`config.mk`:
```
export PLATFORM = sky130hd
export DESIGN_NAME = bdms_top
export DESIGN_NICKNAME = d
export VERILOG_FILES = /design/src/hdl/bdms_pkg.sv /design/src/hdl/bdms_gpr_ram.sv /design/src/hdl/bdms_alu_flags.sv /design/src/hdl/bdms_top.sv
export SDC_FILE = /design/constraint.sdc
export NUM_CORES = 1
export LEC_CHECK = 0
export BUFFER_PORTS_ARGS = -buffer_cell sky130_fd_sc_hd__buf_2
export CAP_MARGIN = 40
export CORE_MARGIN = 2
export CORE_UTILIZATION = 30
export CTS_BUF_LIST = sky130_fd_sc_hd__clkbuf_8
export CTS_CLUSTER_DIAMETER = 50
export DETAILED_ROUTE_END_ITERATION = 6
export HOLD_SLACK_MARGIN = 0.05
export MAX_ROUTING_LAYER = met4
export PLACE_DENSITY = 0.4
export SYNTH_ARGS = -nofsm -noshare
export SYNTH_HDL_FRONTEND = slang
export SYNTH_HIERARCHICAL = 1
export SYNTH_SLANG_ARGS = --single-unit
```
`constraint.sdc`:
```
create_clock -name clock -period 14.48 [get_ports clock]
set_input_delay 0.724 -clock clock [delete_from_list [all_inputs] [get_ports clock]]
set_output_delay 0.724 -clock clock [all_outputs]
set_load 0.005 [all_outputs]
```
`src/hdl/bdms_pkg.sv`:
```
// package: constants, types and field layout of the banked data memory
// Function
// - bank_select picks bank 0 or bank 1
// - lowest 32 locations per bank are SFRs
// - 20-7Fh bank 0 (20-6Fh on old variant), A0-BFh bank 1 RAM on large variant only
// - F0h-FFh mirrors 70h-7Fh on newer variants
// - RAM 8 bits wide, 80/96/128 words deep
// - RAM reachable directly and via indirect pointer
// - status readable at 03h and 83h
// - flag-updating writes skip zero/digit/carry bits
// - time-out and power-down bits ignore writes
// - clear of status zeroes top bits, sets zero
// - carry bits are active-low borrow on subtract
// - zero flag follows result equal zero
// - digit carry from fourth result bit
// - carry from top bit, rotates load it
package bdms_pkg;

  localparam int ADDR_W = 8;
  localparam int DATA_W = 8;
  localparam int DIR_W  = 7;
  localparam int RAM_DEPTH_MAX = 128;
  localparam int RAM_IDX_W = 7;

  localparam logic [7:0] STATUS_OFS     = 8'h03;
  localparam logic [7:0] PTR_OFS        = 8'h04;
  localparam logic [6:0] SFR_TOP        = 7'h1F;
  localparam logic [7:0] STATUS_RESET   = 8'h18;
  localparam logic [7:0] PTR_RESET      = 8'h00;

  localparam int BIT_IND_BANK  = 7;
  localparam int BIT_UPPER_BANK = 6;
  localparam int BIT_BANK_SEL  = 5;
  localparam int BIT_TIMEOUT   = 4;
  localparam int BIT_POWERDOWN = 3;
  localparam int BIT_ZERO      = 2;
  localparam int BIT_DIGIT     = 1;
  localparam int BIT_CARRY     = 0;

  // bank 0 RAM windows and bank 1 windows
  localparam logic [7:0] B0_RAM_LO     = 8'h20;
  localparam logic [7:0] B0_RAM_HI_OLD = 8'h6F;
  localparam logic [7:0] B0_RAM_HI     = 8'h7F;
  localparam logic [7:0] B1_RAM_LO     = 8'hA0;
  localparam logic [7:0] B1_RAM_HI     = 8'hBF;
  localparam logic [7:0] COMMON_LO     = 8'hF0;
  localparam logic [7:0] COMMON_HI     = 8'hFF;
  localparam logic [7:0] COMMON_B0_LO  = 8'h70;
  localparam logic [6:0] B1_RAM_BASE   = 7'h60;

  typedef enum logic [1:0]
  {
    BDMS_VAR_OLD,
    BDMS_VAR_MID,
    BDMS_VAR_LARGE
  } bdms_variant_e;

  typedef enum logic [3:0]
  {
    BDMS_OP_NONE,
    BDMS_OP_ADD,
    BDMS_OP_SUB,
    BDMS_OP_AND,
    BDMS_OP_IOR,
    BDMS_OP_XOR,
    BDMS_OP_INC,
    BDMS_OP_DEC,
    BDMS_OP_RL,
    BDMS_OP_RR,
    BDMS_OP_CLR,
    BDMS_OP_MOVW,
    BDMS_OP_BCLR,
    BDMS_OP_BSET,
    BDMS_OP_SWAP,
    BDMS_OP_COMF
  } bdms_op_e;

  typedef struct packed
  {
    logic             valid;
    bdms_op_e         op;
    logic             indirect;
    logic [DIR_W-1:0] dir_addr;
    logic             use_literal;
    logic [7:0]       literal;
    logic [7:0]       w_val;
    logic [2:0]       bit_idx;
    logic             dest_file;
  } bdms_req_s;

  typedef struct packed
  {
    logic [7:0] result;
    logic       upd_z;
    logic       upd_dc;
    logic       upd_c;
    logic       z;
    logic       dc;
    logic       c;
  } bdms_alu_s;

  typedef struct packed
  {
    logic       valid;
    logic [7:0] result;
    logic [7:0] operand;
    logic [7:0] addr;
  } bdms_rsp_s;

endpackage

```
`src/hdl/bdms_gpr_ram.sv`:
```
// general purpose register file with bank windows and common area
`timescale 1ns/1ps
module bdms_gpr_ram
  import bdms_pkg::*;
#(
  parameter bdms_variant_e VARIANT = BDMS_VAR_MID
)
(
  input  wire logic              clock,
  input  wire logic [ADDR_W-1:0] addr,
  input  wire logic              wr_en,
  input  wire logic [DATA_W-1:0] wr_data,
  output logic      [DATA_W-1:0] rd_data,
  output logic                   hit
);

  logic [DATA_W-1:0]    mem [RAM_DEPTH_MAX];
  logic [RAM_IDX_W-1:0] idx;

  always_comb
  begin
    hit = 1'b0;
    idx = '0;
    if (addr >= B0_RAM_LO && addr <= B0_RAM_HI_OLD)
    begin
      hit = 1'b1;
      idx = 7'(addr - B0_RAM_LO);
    end
    else if (addr > B0_RAM_HI_OLD && addr <= B0_RAM_HI
             && VARIANT != BDMS_VAR_OLD)
    begin
      hit = 1'b1;
      idx = 7'(addr - B0_RAM_LO);
    end
    else if (addr >= B1_RAM_LO && addr <= B1_RAM_HI
             && VARIANT == BDMS_VAR_LARGE)
    begin
      hit = 1'b1;
      idx = B1_RAM_BASE + 7'(addr - B1_RAM_LO);
    end
    else if (addr >= COMMON_LO && VARIANT != BDMS_VAR_OLD)
    begin
      hit = 1'b1;
      idx = 7'(COMMON_B0_LO - B0_RAM_LO) + 7'(addr - COMMON_LO);
    end
  end

  // read is combinational so a read-modify-write fits one cycle
  assign rd_data = hit ? mem[idx] : '0;

  always_ff @(posedge clock)
  begin
    if (wr_en && hit)
    begin
      mem[idx] <= wr_data;
    end
  end

endmodule

```
`src/hdl/bdms_alu_flags.sv`:
```
// arithmetic result and zero, digit-carry and carry flag logic
`timescale 1ns/1ps
module bdms_alu_flags
  import bdms_pkg::*;
(
  input  bdms_op_e        op,
  input  wire logic [7:0] a,
  input  wire logic [7:0] w,
  input  wire logic [2:0] bit_idx,
  input  wire logic       carry_in,
  output bdms_alu_s       alu
);

  logic [8:0] sum;
  logic [4:0] nib;

  always_comb
  begin
    alu = '0;
    sum = '0;
    nib = '0;
    unique case (op)
      BDMS_OP_ADD:
      begin
        sum = {1'b0, a} + {1'b0, w};
        nib = {1'b0, a[3:0]} + {1'b0, w[3:0]};
        alu.result = sum[7:0];
        alu.c = sum[8];
        alu.dc = nib[4];
        {alu.upd_z, alu.upd_dc, alu.upd_c} = 3'b111;
      end
      BDMS_OP_SUB:
      begin
        // two's complement add: carry out high means no borrow
        sum = {1'b0, a} + {1'b0, ~w} + 9'h001;
        nib = {1'b0, a[3:0]} + {1'b0, ~w[3:0]} + 5'h01;
        alu.result = sum[7:0];
        alu.c = sum[8];
        alu.dc = nib[4];
        {alu.upd_z, alu.upd_dc, alu.upd_c} = 3'b111;
      end
      BDMS_OP_AND:
      begin
        alu.result = a & w;
        alu.upd_z = 1'b1;
      end
      BDMS_OP_IOR:
      begin
        alu.result = a | w;
        alu.upd_z = 1'b1;
      end
      BDMS_OP_XOR:
      begin
        alu.result = a ^ w;
        alu.upd_z = 1'b1;
      end
      BDMS_OP_INC:
      begin
        alu.result = a + 8'h01;
        alu.upd_z = 1'b1;
      end
      BDMS_OP_DEC:
      begin
        alu.result = a - 8'h01;
        alu.upd_z = 1'b1;
      end
      BDMS_OP_COMF:
      begin
        alu.result = ~a;
        alu.upd_z = 1'b1;
      end
      BDMS_OP_RL:
      begin
        {alu.c, alu.result} = {a, carry_in};
        alu.upd_c = 1'b1;
      end
      BDMS_OP_RR:
      begin
        {alu.result, alu.c} = {carry_in, a};
        alu.upd_c = 1'b1;
      end
      BDMS_OP_CLR:
      begin
        alu.result = 8'h00;
        alu.upd_z = 1'b1;
      end
      BDMS_OP_MOVW: alu.result = w;
      BDMS_OP_BCLR:
      begin
        alu.result = a;
        alu.result[bit_idx] = 1'b0;
      end
      BDMS_OP_BSET:
      begin
        alu.result = a;
        alu.result[bit_idx] = 1'b1;
      end
      BDMS_OP_SWAP: alu.result = {a[3:0], a[7:4]};
      BDMS_OP_NONE: alu.result = a;
    endcase
    alu.z = (alu.result == 8'h00);
  end

endmodule

```
`src/hdl/bdms_top.sv`:
```
// banked data memory with status and indirect pointer registers
`timescale 1ns/1ps
module bdms_top
  import bdms_pkg::*;
#(
  parameter bdms_variant_e VARIANT = BDMS_VAR_MID
)
(
  input  wire logic      clock,
  input  wire logic      srst,
  input  bdms_req_s      req,
  input  wire logic      wdt_timeout,
  input  wire logic      sleep_enter,
  input  wire logic      wdt_clear,
  output bdms_rsp_s      rsp,
  output logic     [7:0] status,
  output logic     [7:0] ptr,
  output logic           bank_select
);

  logic [7:0]  status_q;
  logic [7:0]  status_d;
  logic [7:0]  ptr_q;
  logic [7:0]  ptr_d;
  bdms_rsp_s   rsp_q;
  bdms_rsp_s   rsp_d;
  logic [7:0]  eff_addr;
  logic [7:0]  operand;
  logic [7:0]  ram_rd;
  logic        ram_hit;
  logic        ram_we;
  logic        file_we;
  bdms_alu_s   alu;

  // 03h/83h and 04h/84h alias in both banks
  function automatic logic is_sfr(input logic [7:0] a, input logic [7:0] o);
    is_sfr = (a[6:0] == o[6:0]);
  endfunction

  function automatic logic in_sfr_area(input logic [7:0] a);
    in_sfr_area = (a[6:0] <= SFR_TOP);
  endfunction

  // indirect target comes straight from the pointer, not the bank bit
  always_comb
  begin
    if (req.indirect)
    begin
      eff_addr = ptr_q;
    end
    else
    begin
      eff_addr = {status_q[BIT_BANK_SEL], req.dir_addr};
    end
  end

  always_comb
  begin
    operand = 8'h00;
    if (req.use_literal)
    begin
      operand = req.literal;
    end
    else if (is_sfr(eff_addr, STATUS_OFS))
    begin
      operand = status_q;
    end
    else if (is_sfr(eff_addr, PTR_OFS))
    begin
      operand = ptr_q;
    end
    else if (!in_sfr_area(eff_addr))
    begin
      operand = ram_rd;
    end
  end

  bdms_alu_flags u_alu
  (
    .op       (req.op),
    .a        (operand),
    .w        (req.w_val),
    .bit_idx  (req.bit_idx),
    .carry_in (status_q[BIT_CARRY]),
    .alu      (alu)
  );

  assign file_we = req.valid && req.dest_file && !req.use_literal;
  assign ram_we  = file_we && !in_sfr_area(eff_addr);

  bdms_gpr_ram #(
    .VARIANT (VARIANT)
  ) u_ram
  (
    .clock   (clock),
    .addr    (eff_addr),
    .wr_en   (ram_we),
    .wr_data (alu.result),
    .rd_data (ram_rd),
    .hit     (ram_hit)
  );

  // status next value: data write first, then flag logic overrides
  always_comb
  begin
    status_d = status_q;
    if (file_we && is_sfr(eff_addr, STATUS_OFS))
    begin
      // top three bits take the data; 7:6 are kept by software at 0
      status_d[7:5] = alu.result[7:5];
      // any flag-updating op locks all three flag bits against data
      if (!(alu.upd_z || alu.upd_dc || alu.upd_c))
      begin
        status_d[BIT_ZERO:BIT_CARRY] = alu.result[BIT_ZERO:BIT_CARRY];
      end
    end
    if (req.valid && alu.upd_z)
    begin
      status_d[BIT_ZERO] = alu.z;
    end
    if (req.valid && alu.upd_dc)
    begin
      status_d[BIT_DIGIT] = alu.dc;
    end
    if (req.valid && alu.upd_c)
    begin
      status_d[BIT_CARRY] = alu.c;
    end
    // hardware events alone move these two bits
    if (wdt_clear)
    begin
      status_d[BIT_TIMEOUT]   = 1'b1;
      status_d[BIT_POWERDOWN] = 1'b1;
    end
    if (sleep_enter)
    begin
      status_d[BIT_TIMEOUT]   = 1'b1;
      status_d[BIT_POWERDOWN] = 1'b0;
    end
    if (wdt_timeout)
    begin
      status_d[BIT_TIMEOUT] = 1'b0;
    end
  end

  always_comb
  begin
    ptr_d = ptr_q;
    if (file_we && is_sfr(eff_addr, PTR_OFS))
    begin
      ptr_d = alu.result;
    end
  end

  always_comb
  begin
    rsp_d         = '0;
    rsp_d.valid   = req.valid;
    rsp_d.result  = alu.result;
    rsp_d.operand = operand;
    rsp_d.addr    = eff_addr;
  end

  always_ff @(posedge clock)
  begin
    if (srst)
    begin
      status_q <= STATUS_RESET;
      ptr_q    <= PTR_RESET;
      rsp_q    <= '0;
    end
    else
    begin
      status_q <= status_d;
      ptr_q    <= ptr_d;
      rsp_q    <= rsp_d;
    end
  end

  assign rsp         = rsp_q;
  assign status      = status_q;
  assign ptr         = ptr_q;
  assign bank_select = status_q[BIT_BANK_SEL];

endmodule

```
==> results.tsv <==
metric	value	unit
register bit count reported by yosys	809	
RR Endpoint	ptr[4]	
Routed WL	110	mm
switching share of power	0.260	
Post-DP HPWL	71.7	mm
routability cong.	0.890	
Nets	2484	
Post-synth EDFFs	768	
leakage	12.9	nW
fraction of registers with async set/reset	0	
Seq pwr share	0.523	
Hold Fails Final Rpt	0	
initial core utilization	0.303	
Chip Width	341	µm
DR iter-0 viols	1871	
CTS Buf Count	143	
Worst setup SP type	flip-flop	
CTS sink count	809	
Via Count	21400	
post-route antenna net violation count	0	
Period Utilization, post-route	0.620	
multi-input logic area	9430	µm²
Synth Instances	2199	
final worst path period need	8.98	ns
Setup Viol. Count Final	0	
core area	112000	µm²
crit path kind	flip-flop to flip-flop	
status	complete, no violations	
Slew Limit Fails	0	
Slew Limit Headroom	0.363	
GR Overflow Total	0	
reg2reg path depth	23	
maximum clock rate	111	MHz
Int Pwr	3.78	mW
port bufs	80	
CP required	15.23	ns
critical path arrival	9.73	ns
Clk pwr share	0.382	
max_cap viols	0	
first-pass GRT wire length	159	mm
clk_lat worst skew	0.84	ns
io pins	81	
initial antenna violation count	2	
syn nets	2257	
Most used DFF post-synth	edfxtp_1	
CTS root buf	clkbuf_8	
CTS clk-pin slew, worst paths	0.06	ns
CTS tree	yes	
PwrDens	130	nW/µm²
RR Startpoint	ptr[0]	
Die Area	116000	µm²
Routed WL per cell	27.3	µm
setup TNS	0	ns
Crit. End Element	flip-flop	
Synth Cell Area	34100	µm²
Max clock buf depth	3	
sequential-to-total area share from yosys stat	0.701	
largest net degree at the start of global routing	68	
Hold Crit Start	sleep_enter	
fraction of layout cells with a size suffix above 1	0.237	
P&R area growth vs syn	15.7	%
Avg Cell Area, Syn	15.5	µm²
combinational fraction of design power	0.095	
Peak VDD IR	86.1	µV
# H-tree levels	4	
number of vias per cell	5.29	
hold crit path type	input pin to flip-flop	
WHS Endpoint	status[3]	
1st-pass router iterations	6	
Post-DP Area	36800	µm²
Least-Margin Pin Slew	0.953	ns
DIE HEIGHT	341	µm
all-layer global routing usage	0.193	
Finished Cell Area	39400	µm²
# rows	123	
sw power	1.33	mW
Distinct cells, synth	99	
R2R setup slack	5.50	ns
Setup Fix Bufs, Post-CTS	0	
via count of the first global-routing pass	21500	
fillcell total	10800	
synth warn	6	
Final Skew	0.0498	ns
FF+latch area	23900	µm²
hold depth	2	
RSZ-0062 raised after global routing	no	
Crit Path Max Fanout	60	
DRC	0	
[worst max path at each step]
stage | slack, ns | start | depth (start not counted) | end
CTS | 5.65 | ptr[0] | 23 | ptr[4]
global placement | 5.00 | req[28] | 28 | status[2]
detailed placement | 5.09 | req[28] | 24 | ptr[4]
finish | 5.50 | ptr[0] | 23 | ptr[4]
floorplan | 5.51 | req[28] | 18 | u_ram/mem[0][0]
global route | 5.14 | ptr[0] | 25 | status[2]
[per-stage QoR]
step | worst slack [ns] | power [mW] | std cells | hold WS (ns) | utilization
finish | 5.50 | 5.11 | 4038 | 0.127 | 0.350
CTS | 5.65 | 5.18 | 4034 | 0.0550 | 0.350
detailed placement | 5.09 | 3.21 | 3779 | 0.494 | 0.327
floorplan | 5.51 | 2.99 | 2199 | 0.479 | -
global route | 5.14 | 5.31 | 4036 | 0.0998 | 0.350
global placement | 5.00 | 3.20 | 3706 | 0.489 | 0.322
[Yosys cell counts, types with 20 or more instances]
cell | instances | area share
mux4_2 | 62 | 0.041
mux2i_1 | 66 | 0.019
buf_4 | 24 | 0.0053
nand3_1 | 20 | 0.0029
nor2b_1 | 41 | 0.0075
dfxtp_1 | 41 | 0.024
a31oi_1 | 20 | 0.0037
clkbuf_1 | 42 | 0.0046
inv_1 | 33 | 0.0036
a21oi_1 | 47 | 0.0069
nand2_1 | 77 | 0.0085
edfxtp_1 | 768 | 0.68
nand2b_1 | 21 | 0.0039
a22oi_1 | 22 | 0.0048
nor2_1 | 169 | 0.019
nor3_1 | 24 | 0.0035
mux2_2 | 94 | 0.031
o22ai_1 | 171 | 0.031
o21ai_0 | 91 | 0.013
buf_2 | 53 | 0.0078
[state kept, by name (all words and copies together) (netlist names)]
| signal | flops |
|---|---|
| rsp | 25 |
| u_ram/mem | 768 |
| ptr | 8 |
| status | 8 |
[cells in the final DEF, fill, tap and decap left out, types with 11 or more instances in the layout]
cell type,n
o211ai_1,13
mux2i_1,66
nor3_1,24
nor2b_1,41
a21oi_1,47
mux2_2,92
nand2b_1,21
clkbuf_8,144
nor2_1,167
clkinv_1,33
buf_4,119
nand2_1,76
a22oi_1,21
buf_2,83
and3_1,12
a211oi_1,14
o21ai_0,90
mux4_2,62
dfxtp_1,41
nand4_1,11
inv_1,83
o22ai_1,171
ha_1,17
nand3_1,20
a31oi_1,20
edfxtp_1,768
o221ai_1,13
[logic make-up after synthesis]
family / Yosys count / synth area share
flip-flops: 809 / 0.701
AO/OA/AOI/OAI: 529 / 0.107
AND/OR/NAND/NOR: 445 / 0.0658
multiplexers: 222 / 0.0914
buffers and inverters: 169 / 0.0256
adder cells (fa/ha/maj): 19 / 0.00742
XOR/XNOR: 6 / 0.00154
[critical path, cell delays in order (launching register included)]
cell and delay (ns):
dfxtp_1 0.46, nand2_1 0.15, nand2_4 0.55, buf_4 0.66
clkinv_1 0.76, o2111ai_2 0.23, buf_4 0.34, o22ai_1 0.11
o21ai_0 0.47, a41oi_1 0.36, nor4_1 0.85, a221oi_1 0.34
o2bb2ai_1 0.24, buf_4 0.24, ha_1 0.39, nor2_1 0.15
a31oi_1 0.06, or3_1 0.32, and4b_1 0.27, a22oi_2 0.23
buf_4 0.45, buf_4 0.64, nor2b_1 0.23, mux2_2 0.16
[timing repair]
action,CTS,global route
hold buffers,1,0
gates resized for setup,0,0
endpoints found under the hold margin,1,0
[power groups by stage]
stage,registers [mW],clock network [mW],logic (mW)
2_1_floorplan,2.73,0,0.264
3_3_place_gp,2.72,0,0.484
3_5_place_dp,2.72,0,0.496
4_1_cts,2.67,2.02,0.497
5_1_grt,2.67,2.12,0.524
6_report,2.67,1.95,0.486
[routing by layer]
metal,up-vias,global-route usage,part of all wire
met5,-,-,0
met4,0,0.0546,0.021
met3,175,0.0315,0.051
met2,715,0.307,0.48
met1,11100,0.256,0.45
li1,9324,-,-
[layout make-up]
type	count	area share
Sequential cell	809	0.606
Tap cell	1500	0.0476
Multi-Input combinational cell	1221	0.239
Inverter	35	0.00333
Clock buffer	144	0.0503
Clock inverter	110	0.0155
Timing Repair Buffer	216	0.0379
Antenna cell	3	0.000190
Power figures use the tool's default switching activity.
